===== src/hw/lsu_pkg.sv =====
// Constants and carrier types for the load/store unit
// How it works
// Offset is a 12-bit immediate or a shifted offset register.
// Direction bit one adds offset to base, zero subtracts.
// Pre-index uses offset address; post-index uses plain base, offset after.
// Pre-indexed: write back modified base only when write-back bit set.
// Post-indexed transfers always write back the modified base; the core skips it for a load whose destination register is the base.
// Privileged post-index with write-back bit forces non-privileged access.
// Shift amount only from instruction shift bits, never from a register.
// Byte-select bit one moves a byte, zero moves a 32-bit word.
// Little-endian byte load picks lane by address upward, zero-extended.
// Byte store replicates low register byte across all four lanes.
// Little-endian unaligned word load rotates addressed byte into bits 7:0.
// Big-endian byte load picks lane from bits 31:24 downward, zero-extended.
// Big-endian unaligned word load: offset 0/2 to 31:24, 1/3 to 15:8.
// Word store drives register word unrotated on the bus.
// Program counter as base reads instruction address plus 8.
// Program counter stored as data gives instruction address plus 12.
// Stream never writes back with counter base nor uses counter offset.
// Stream avoids post-index with offset register equal to base.
// Memory fault during transfer raises the data abort trap.
// Load 1S+1N+1I, load to counter 2S+2N+1I, store 2N cycles; the core takes 3S+2N+1I for a counter load.
// Endian select picks little or big lane behaviour.
// Little-endian rotation is right by eight times low address bits.
`default_nettype none
package lsu_pkg;
  localparam logic [3:0]  LSU_PC_INDEX    = 4'hF;
  localparam logic [31:0] LSU_PC_BASE_ADD = 32'h0000_0008;
  localparam logic [31:0] LSU_PC_DATA_ADD = 32'h0000_000C;
  localparam int          LSU_IMM_MSB     = 11;
  localparam int          LSU_SHAMT_LSB   = 7;
  localparam int          LSU_STYPE_LSB   = 5;
  localparam int          LSU_IREG_BIT    = 25;
  localparam int          LSU_P_BIT       = 24;
  localparam int          LSU_U_BIT       = 23;
  localparam int          LSU_B_BIT       = 22;
  localparam int          LSU_W_BIT       = 21;
  localparam int          LSU_L_BIT       = 20;
  localparam logic [2:0]  LSU_CNT_ZERO    = 3'h0;

  // Cycle types presented on the memory interface
  typedef enum logic [1:0] {
    LSU_CYC_I = 2'h0,
    LSU_CYC_N = 2'h1,
    LSU_CYC_S = 2'h2
  } lsu_cyc_t;

  typedef enum logic [5:0] {
    LSU_IDLE  = 6'h01,
    LSU_ADDR  = 6'h02,
    LSU_XFER  = 6'h04,
    LSU_INT   = 6'h08,
    LSU_REFIL = 6'h10,
    LSU_DONE  = 6'h20
  } lsu_state_t;

  typedef struct packed {
    logic [31:0] instr;
    logic [31:0] base;
    logic [31:0] offset;
    logic [31:0] store;
    logic [31:0] pc;
    logic        privileged;
  } lsu_req_t;

  typedef struct packed {
    logic [31:0] addr;
    logic [31:0] wdata;
    logic        write;
    logic        byte_sel;
    logic        user;
    logic        req;
    lsu_cyc_t    cyc;
  } lsu_mem_t;

  typedef struct packed {
    logic [31:0] load_data;
    logic        load_we;
    logic [3:0]  load_reg;
    logic [31:0] base_data;
    logic        base_we;
    logic [3:0]  base_reg;
    logic        abort;
    logic        done;
  } lsu_res_t;
endpackage
`default_nettype wire


===== src/hw/lsu_core.sv =====
// Single-word and single-byte load/store unit
`default_nettype none
module lsu_core
  import lsu_pkg::*;
(
  input  wire logic        i_clock,
  input  wire logic        i_nrst,
  input  wire logic        i_start,
  input  wire lsu_req_t    i_req,
  input  wire logic        i_endian_select,
  input  wire logic [31:0] i_rdata,
  input  wire logic        i_mem_fault,
  output logic             o_busy,
  output lsu_mem_t         o_mem,
  output lsu_res_t         o_res
);
  typedef struct packed {
    lsu_state_t  state;
    logic [31:0] addr;
    logic [31:0] new_base;
    logic [31:0] wdata_src;
    logic [3:0]  rd;
    logic [3:0]  rn;
    logic        load;
    logic        byte_sel;
    logic        wb;
    logic        user;
    logic        to_pc;
    logic        fault;
    logic [2:0]  cnt;
    lsu_mem_t    mem;
    lsu_res_t    res;
  } lsu_core_st_t;

  lsu_core_st_t st;
  lsu_core_st_t next_st;
  logic [31:0]  base_val;
  logic [31:0]  offs;
  logic [31:0]  moved;
  logic         pre;
  logic         capture;
  logic [31:0]  load_word;
  logic [31:0]  lane_wdata;

  // Barrel shift by immediate amount; register amounts cannot reach here
  function automatic logic [31:0] shift_imm(input logic [31:0] v, input logic [1:0] t, input logic [4:0] n);
    logic [31:0] r;
    r = v;
    case (t)
      2'h0: r = v << n;
      2'h1: r = (n == 5'h00) ? 32'h0000_0000 : v >> n;
      2'h2: r = (n == 5'h00) ? {32{v[31]}} : 32'($signed(v) >>> n);
      default: r = (v >> n) | (v << (6'd32 - {1'b0, n}));
    endcase
    return r;
  endfunction

  always_comb begin
    // counter as base reads plus 8
    base_val = (i_req.instr[19:16] == LSU_PC_INDEX) ? i_req.pc + LSU_PC_BASE_ADD : i_req.base;
    // immediate or shifted register offset
    if (i_req.instr[LSU_IREG_BIT]) begin
      offs = shift_imm(i_req.offset, i_req.instr[LSU_STYPE_LSB+1:LSU_STYPE_LSB],
                       i_req.instr[LSU_SHAMT_LSB+4:LSU_SHAMT_LSB]);
    end else begin
      offs = {20'h00000, i_req.instr[LSU_IMM_MSB:0]};
    end
    // add or subtract
    moved = i_req.instr[LSU_U_BIT] ? base_val + offs : base_val - offs;
    pre = i_req.instr[LSU_P_BIT];
  end

  assign capture = (st.state == LSU_XFER) && st.load;

  lsu_lane u_lane (
    .i_clock         (i_clock),
    .i_nrst          (i_nrst),
    .i_capture       (capture),
    .i_endian_select (i_endian_select),
    .i_byte_sel      (st.byte_sel),
    .i_addr_low      (st.addr[1:0]),
    .i_rdata         (i_rdata),
    .i_store         (st.wdata_src),
    .o_load          (load_word),
    .o_wdata         (lane_wdata)
  );

  always_comb begin
    next_st = st;
    next_st.res.load_we = 1'b0;
    next_st.res.base_we = 1'b0;
    next_st.res.abort = 1'b0;
    next_st.res.done = 1'b0;
    case (st.state)
      LSU_IDLE: begin
        next_st.mem = '0;
        if (i_start) begin
          // pre uses moved address, post uses base
          next_st.addr = pre ? moved : base_val;
          next_st.new_base = moved;
          next_st.rd = i_req.instr[15:12];
          next_st.rn = i_req.instr[19:16];
          next_st.load = i_req.instr[LSU_L_BIT];
          // byte or word
          next_st.byte_sel = i_req.instr[LSU_B_BIT];
          // write-back choice
          next_st.wb = pre ? i_req.instr[LSU_W_BIT] : 1'b1;
          // forced non-privileged access
          next_st.user = !i_req.privileged || (!pre && i_req.instr[LSU_W_BIT]);
          // counter stored as plus 12
          next_st.wdata_src = (i_req.instr[15:12] == LSU_PC_INDEX) ? i_req.pc + LSU_PC_DATA_ADD : i_req.store;
          next_st.to_pc = i_req.instr[LSU_L_BIT] && (i_req.instr[15:12] == LSU_PC_INDEX);
          next_st.fault = 1'b0;
          next_st.state = LSU_ADDR;
        end
      end
      LSU_ADDR: begin
        // first cycle: address calculation, non-sequential
        next_st.mem.addr = st.addr;
        next_st.mem.write = !st.load;
        next_st.mem.byte_sel = st.byte_sel;
        next_st.mem.user = st.user;
        next_st.mem.req = 1'b1;
        next_st.mem.cyc = LSU_CYC_N;
        next_st.state = LSU_XFER;
      end
      LSU_XFER: begin
        next_st.mem.req = 1'b0;
        next_st.mem.user = 1'b0;
        // fault aborts the transfer
        next_st.fault = i_mem_fault;
        if (st.load) begin
          next_st.mem.cyc = LSU_CYC_I;
          next_st.state = LSU_INT;
        end else begin
          next_st.mem.cyc = LSU_CYC_N;
          next_st.state = LSU_DONE;
        end
      end
      LSU_INT: begin
        // counter load adds refill 1N+2S beyond a plain load, where the document's cycle counts differ by 1S+1N
        next_st.cnt = st.to_pc && !st.fault ? 3'h3 : LSU_CNT_ZERO;
        next_st.mem.cyc = st.to_pc && !st.fault ? LSU_CYC_N : LSU_CYC_S;
        next_st.state = (st.to_pc && !st.fault) ? LSU_REFIL : LSU_DONE;
      end
      LSU_REFIL: begin
        next_st.mem.cyc = LSU_CYC_S;
        next_st.cnt = st.cnt - 3'h1;
        if (st.cnt == 3'h1) begin
          next_st.state = LSU_DONE;
        end
      end
      LSU_DONE: begin
        next_st.mem.cyc = LSU_CYC_I;
        next_st.res.done = 1'b1;
        next_st.res.abort = st.fault;
        // aborted access leaves registers untouched for restart
        next_st.res.load_we = st.load && !st.fault;
        next_st.res.load_data = load_word;
        next_st.res.load_reg = st.rd;
        next_st.res.base_we = st.wb && !st.fault && !(st.load && st.rd == st.rn);
        next_st.res.base_data = st.new_base;
        next_st.res.base_reg = st.rn;
        next_st.state = LSU_IDLE;
      end
      default: begin
        next_st.state = LSU_IDLE;
      end
    endcase
  end

  always_ff @(posedge i_clock) begin
    if (!i_nrst) begin
      st <= '0;
      st.state <= LSU_IDLE;
    end else begin
      st <= next_st;
    end
  end

  assign o_busy = (st.state != LSU_IDLE);
  always_comb begin
    o_mem = st.mem;
    o_mem.wdata = lane_wdata;
  end
  assign o_res = st.res;
endmodule
`default_nettype wire


===== src/hw/lsu_lane.sv =====
// Byte-lane steering for loads and stores
`default_nettype none
module lsu_lane
  import lsu_pkg::*;
(
  input  wire logic        i_clock,
  input  wire logic        i_nrst,
  input  wire logic        i_capture,
  input  wire logic        i_endian_select,
  input  wire logic        i_byte_sel,
  input  wire logic [1:0]  i_addr_low,
  input  wire logic [31:0] i_rdata,
  input  wire logic [31:0] i_store,
  output logic [31:0]      o_load,
  output logic [31:0]      o_wdata
);
  typedef struct packed {
    logic [31:0] load;
  } lsu_lane_st_t;
  lsu_lane_st_t st;
  lsu_lane_st_t next_st;
  logic [4:0]   amt;
  logic [1:0]   lane;
  logic [31:0]  lane_word;

  function automatic logic [31:0] rotr(input logic [31:0] v, input logic [4:0] n);
    rotr = (v >> n) | (v << (6'd32 - {1'b0, n}));
  endfunction

  always_comb begin
    next_st = st;
    amt = {i_addr_low, 3'h0};
    // endian choice steers lane index
    lane = i_endian_select ? ~i_addr_low : i_addr_low;
    lane_word = rotr(i_rdata, {lane, 3'h0});
    if (i_capture) begin
      if (i_byte_sel) begin
        // byte lane zero-extended
        next_st.load = {24'h000000, lane_word[7:0]};
      end else if (!i_endian_select) begin
        // rotate right by 8 times offset
        next_st.load = rotr(i_rdata, amt);
      end else begin
        // Same right rotation: even offsets land in 31:24, odd in 15:8
        next_st.load = rotr(i_rdata, amt);
      end
    end
  end

  always_ff @(posedge i_clock) begin
    if (!i_nrst) begin
      st <= '0;
    end else begin
      st <= next_st;
    end
  end

  assign o_load = st.load;
  // byte replicated; word unrotated
  assign o_wdata = i_byte_sel ? {4{i_store[7:0]}} : i_store;
endmodule
`default_nettype wire


===== config.mk =====
export PLATFORM = sky130hd
export DESIGN_NAME = lsu_core
export DESIGN_NICKNAME = d
export VERILOG_FILES = /design/src/hw/lsu_pkg.sv /design/src/hw/lsu_core.sv /design/src/hw/lsu_lane.sv
export SDC_FILE = /design/constraint.sdc
export NUM_CORES = 1
export LEC_CHECK = 0
export BUFFER_PORTS_ARGS = -buffer_cell sky130_fd_sc_hd__clkbuf_2
export CAP_MARGIN = 20
export CELL_PAD_IN_SITES_DETAIL_PLACEMENT = 1
export CELL_PAD_IN_SITES_GLOBAL_PLACEMENT = 2
export CORE_UTILIZATION = 37
export CTS_CLUSTER_SIZE = 12
export DETAILED_ROUTE_END_ITERATION = 12
export GPL_TIMING_DRIVEN = 0
export PLACE_DENSITY_LB_ADDON = 0.3
export SLEW_MARGIN = 30
export SYNTH_ARGS = -nofsm -noshare
export SYNTH_HDL_FRONTEND = slang
export SYNTH_SLANG_ARGS = --single-unit

===== constraint.sdc =====
create_clock -name i_clock -period 16.12 [get_ports i_clock]
set_input_delay 0.806 -clock i_clock [delete_from_list [all_inputs] [get_ports i_clock]]
set_output_delay 0.806 -clock i_clock [all_outputs]
set_load 0.005 [all_outputs]

Word level (Yosys, flattened, before mapping) --
Index checks and enable logic that the tools add are counted.
Operators by class: $add $sub $neg 8, eq/ne operators 15, shift-type cells 8, muxes and demuxes 27, bitwise logic cells 4, reduce and logical (&&, ||, !) cells 27
Operators by type and width (count):
- two-way mux 32 bit | 9
- two-way mux 116 bit | 1
- case mux 32 bit (3 select lines) | 1
- adder 32 x 4 -> 32 bit, second input constant | 2
- bitwise OR 32 bit | 2
- case mux 32 bit (2 select lines) | 1
- left shift 32 x 6 -> 32 bit | 2
- >> shifter 32 x 5 -> 32 bit | 2
- adder 32 bit | 1
- left shift 32 x 5 -> 32 bit | 1
- left shift 32 x 6 -> 8 bit | 1
- >> shifter 32 x 5 -> 8 bit | 1
- >>> shifter 32 x 5 -> 32 bit | 1
- subtractor 32 bit | 1
- case mux 6 bit (5 select lines) | 1
- two-way mux 6 bit | 3
- subtractor 6 x 5 -> 6 bit, first input constant | 3
- case mux 2 bit (5 select lines) | 1
- == test 4 bit, second input constant | 2
- logical AND 1 bit | 8
- bitwise OR 8 bit | 1
- case mux 2 bit (2 select lines) | 2
- AND reduction 2 bit | 4
- nonzero test 2 bit | 4
- 24 further kinds | 34
Word-level totals: register bits after elaboration 265, output and inout port bits 147, word-level logic and storage cells 117

Logic depth before layout (Yosys ltp) --
depth after elaboration 10, gate-level depth with buffers 36, mapped depth without buffers 29

By module --
A second synthesis with hierarchy kept.
Unflattened totals: cell total of the unflattened synthesis 3033, area total of the unflattened synthesis 23613.9 µm²
By module, submodules not included:
- lsu_core | times used 1, cells each 2687, area an instance 20833.7 µm²
- lsu_lane | times used 1, cells each 346, area an instance 2780.2 µm²

Least setup slack after synthesis --
No wires, ideal clock.
path kind input to register, start input i_req[137] in the netlist's numbering, end register st[258] in the netlist's numbering, setup time 0.091 ns, arrival 7.264 ns, data required time 16.029 ns, slack 8.766 ns, cell stages on the path 33, cells stage by stage inv_2 -> buf_1 -> buf_2 -> buf_2 -> buf_2 -> ha_1 -> clkbuf_1 -> clkbuf_1 -> mux4_2 -> mux2i_1 -> nand2_1 -> o21ai_1 -> o211ai_1 -> a32oi_1 -> nand4_1 -> nor3_1 -> and3_1 -> o21ai_0 -> nand2_1 -> o22ai_1 -> ha_1 -> and4_1 -> clkbuf_1 -> a21oi_1 -> o21ai_0 -> a21oi_1 -> nor3b_1 -> o311ai_0 -> nand3_1 -> a21oi_1 -> a311o_1 -> xnor2_1 -> a311oi_1
On the way: word-level cells in the longest chain between the ends 8, elaborated cells on any way between the ends 15, classes of those cells add/sub (3); shift (4); mux (6); bitwise (1); reduce/logical (1)
Ends and longest elaborated chain:
- start: declaration | RTL line lsu_core.sv:9 | input wire lsu_req_t i_req,
- subtractor 6 x 5 -> 6 bit | RTL line lsu_core.sv:53 | default: r = (v >> n) | (v << (6'd32 - {1'b0, n}));
- left shift 32 x 6 -> 32 bit | RTL line lsu_core.sv:53
- bitwise OR 32 bit | RTL line lsu_core.sv:53
- case mux 32 bit (3 select lines) | RTL line lsu_core.sv:49 | case (t)
- two-way mux 32 bit (*) | RTL line lsu_core.sv:62 | if (i_req.instr[LSU_IREG_BIT]) begin
- subtractor 32 bit / adder 32 bit (equally long branches) | RTL line lsu_core.sv:69 | moved = i_req.instr[LSU_U_BIT] ? base_val + offs : base_val - offs;
- two-way mux 32 bit (*) | RTL line lsu_core.sv:69
- two-way mux 32 bit (*) | RTL line lsu_core.sv:99 | next_st.addr = pre ? moved : base_val;
- end signal: assignment | RTL line lsu_core.sv:177 | st <= next_st;
- end: declaration | RTL line lsu_core.sv:35 | lsu_core_st_t st;
Mark *: on every way between the ends. The rest lies on a longest branch, timed or not. A chain may end at the register's enable or synchronous reset.

Final worst setup path --
Ends and elaborated chain as after synthesis.

==> results_dict.tcl <==
set metrics [dict create \
    numCtsBuffers 31 \
    syn_to_final_growth_pct 16.20 \
    p_int_mw 1.474 \
    swShare_pct 40.04 \
    ys.flop_type "dfxtp_1" \
    tightestPinTransition_ns 1.130 \
    wire_per_inst_um 32.32 \
    nets 3703 \
    dr.pass1.iters 6 \
    drtIter0Drc 3336 \
    start_util_pct 37.64 \
    yosysTopAreaCell "dfxtp_1" \
    setup_slack_ns 5.982 \
    rsz0062_at_grt "false" \
    slew_viol_final 0 \
    ant_nets 0 \
    ys_ff_latch 265 \
    synthDistinctLibCells 96 \
    multi_input_area_um2 16120 \
    synth_edf_count 0 \
    status "complete, no violations" \
    synthesis.nets 3348 \
    cts_resized 0 \
    vias_per_cell 6.510 \
    remaining_drc_errors 0 \
    seq_area_um2 5305 \
    synthTopCellsByArea "dfxtp_1, nand2_1, mux2i_1" \
    grt_pass1_vias 27950 \
    gr-total-overflow 0 \
    finalNonFillerCells 4341 \
    avgSynthCellArea_um2 7.665 \
    arrival_ns 10.66 \
    setup_tns_ns 0 \
    clkPwrFrac_pct 31.9 \
    critical_path_required_ns 16.64 \
    grt.total_usage_pct 41.35 \
    place_congestion 1.046 \
    relSlewSlack_pct 24.64 \
    post-place-ws_ns 5.814 \
    worstSetupPathType "in2reg" \
    power.density_nw_per_um2 88.80 \
    dieArea_um2 65430 \
    cts_tree "built" \
    core_area_um2 63310 \
    grt_max_degree 17 \
    yosysWarnings 0 \
    cts-root-buf "clkbuf_16" \
    htreeDepth 1 \
    slowest_stage "a2111oi_0" \
    cp-end-kind "register" \
    grt_pass1_wl_um 200200 \
    finalPower_mw 2.459 \
    period_needed_ns 10.14 \
    syn-instance-count 3109 \
    syn_area_um2 23830 \
    crit_path_start_kind "primary input" \
    yosysSeqAreaShare_pct 22.26 \
    final.fill_count 7979 \
    cts_hold_buf 0 \
    hpwlAfterDp_um 112100 \
    min_path_type "in2reg" \
    die_w_um 255.8 \
    p_leak_nw 11.09 \
    portBuffers 320 \
    clock-skew-final_ns 0.04083 \
    routed_wl_um 140300 \
    synth-async-reset-ratio_pct 0 \
    worstPathMaxFanout 10 \
    switching_power_mw 0.9846 \
    clockBufferDepth 3 \
    io_pins 345 \
    die_h_um 255.8 \
    antenna_found_initial 9 \
    postLayoutCellArea_um2 27690 \
    post_cts_buffers 0 \
    pwr-share-seq_pct 29.2 \
    hold_viol 0 \
    maxCapViolCount 0 \
    setup_violations 0 \
    synth_top_area_share_pct 22.26 \
    clk_latency_ns 0.61 \
    critical-path-max-stage-delay_ns 0.80 \
    power_frac_comb_pct 38.9 \
    cts.clk_slew.worst_paths_ns 0.07 \
    ir_worst_vdd_uv 80.10 \
    placed_cell_area_um2 26550 \
    drive_above_1_share_pct 20.85 \
    cts.sinks 265 \
    core.rowCount 92 \
    dp.cells 4277 \
    route.vias.total 28260 \
    fmax_mhz 98.63 \
    fin_crit_sh_pct 62.89 \
]
-- sequential cells by signal, indices dropped and copies added (netlist names) --
register / count
st: 119
u_lane.o_load: 32
o_mem: 38
o_res: 76
-- cell usage after synthesis (all sizes together) (13+ instances only) --
| master | instances |
|---|---|
| a22oi | 68 |
| o22ai | 34 |
| nand2 | 449 |
| dfxtp | 265 |
| inv | 62 |
| a221oi | 20 |
| nand3 | 53 |
| a31oi | 39 |
| or3 | 18 |
| nor4 | 13 |
| buf | 195 |
| nor2 | 312 |
| o221ai | 15 |
| o211ai | 26 |
| o21ai | 159 |
| a211oi | 72 |
| a21oi | 267 |
| ha | 40 |
| nor3 | 56 |
| mux2i | 166 |
| a311oi | 17 |
| o21bai | 13 |
| xor2 | 46 |
| a21o | 21 |
| clkbuf | 202 |
| and3 | 17 |
| nor2b | 26 |
| mux2 | 58 |
| xnor2 | 72 |
| mux4 | 80 |
| nand2b | 25 |
| and2 | 21 |
| nor3b | 13 |
-- cell families after synthesis --
logic type	after synthesis	synth area share, %
AO/OA/AOI/OAI	873	23.84
XOR/XNOR	118	4.337
adder cells (fa/ha/maj)	41	2.184
buffers and inverters	460	10.34
flip-flops	265	22.26
multiplexers	304	17.61
AND/OR/NAND/NOR	1048	19.43
-- per-stage QoR --
step	util, %	hold WS (ns)
6_report	43.74	0.4186
5_1_grt	43.72	0.4154
4_1_cts	43.69	0.4023
3_5_place_dp	41.94	0.4473
3_3_place_gp	41.84	0.4375
2_1_floorplan	-	0.4125
-- area by class of cell --
class                   count  share of cell area [%]
diodes                      8                 0.07229
plain buffers             397                   8.047
clock buffers              47                   3.307
clock inverters             9                  0.6913
inverters                  63                  0.8540
multi-input cells        2384                   58.21
flip-flops and latches    265                   19.16
well taps                 846                   3.823
repair buffers            322                   5.838
-- metal layers --
layer / up-vias / part of all wire, % / track usage, % / wire, um
li1: 11890 / - / - / -
met1: 14200 / 41 / 54.78 / 57130
met2: 1801 / 44 / 64.90 / 61930
met3: 360 / 10 / 9.170 / 14560
met4: 8 / 4.7 / 16.65 / 6641
met5: - / 0.035 / 0 / 49
-- layout by cell type (no fill, tap or decap), drive strengths merged, types with 39 or more instances in the layout --
cell type  count
nand2        449
a211oi        72
mux2i        166
mux4          80
ha            40
a21oi        267
nor2         312
clkbuf       569
o21ai        159
inv           64
nor3          56
dfxtp        265
xor2          46
mux2          58
xnor2         72
nand3         53
buf          197
a31oi         39
a22oi         68
-- power by group through the flow --
stage          Sequential (mW)  Combinational (mW)  Clock [mW]
4_1_cts                  0.718               0.914       0.783
3_5_place_dp             0.731               0.906           0
3_3_place_gp             0.730               0.889           0
6_report                 0.719               0.956       0.784
2_1_floorplan            0.718               0.557           0
5_1_grt                  0.721               0.987       0.810
-- path summary, 6_finish.rpt --
path                                        from  cells past startpoint               end  slack (ns)
worst max-delay path                  i_req[137]                     29           st[258]        5.98
worst min-delay path                    i_req[0]                      2           st[151]        0.42
worst max register to register           st[227]                     15  u_lane.o_load[6]       11.89
worst min register to register  u_lane.o_load[2]                      2         o_res[46]        0.45
-- worst max-delay path, delay by kind of cell --
family                     cells  cell delay, ns
AOI/OAI and AO/OA             11            3.57
xor gates and xnor gates       1            0.16
adders and majority gates      3            1.04
buffers and inverters         10            3.50
muxes                          1            0.65
and+or+nand+nor                3            0.89
Note: power is estimated with default switching activity, not from simulation.
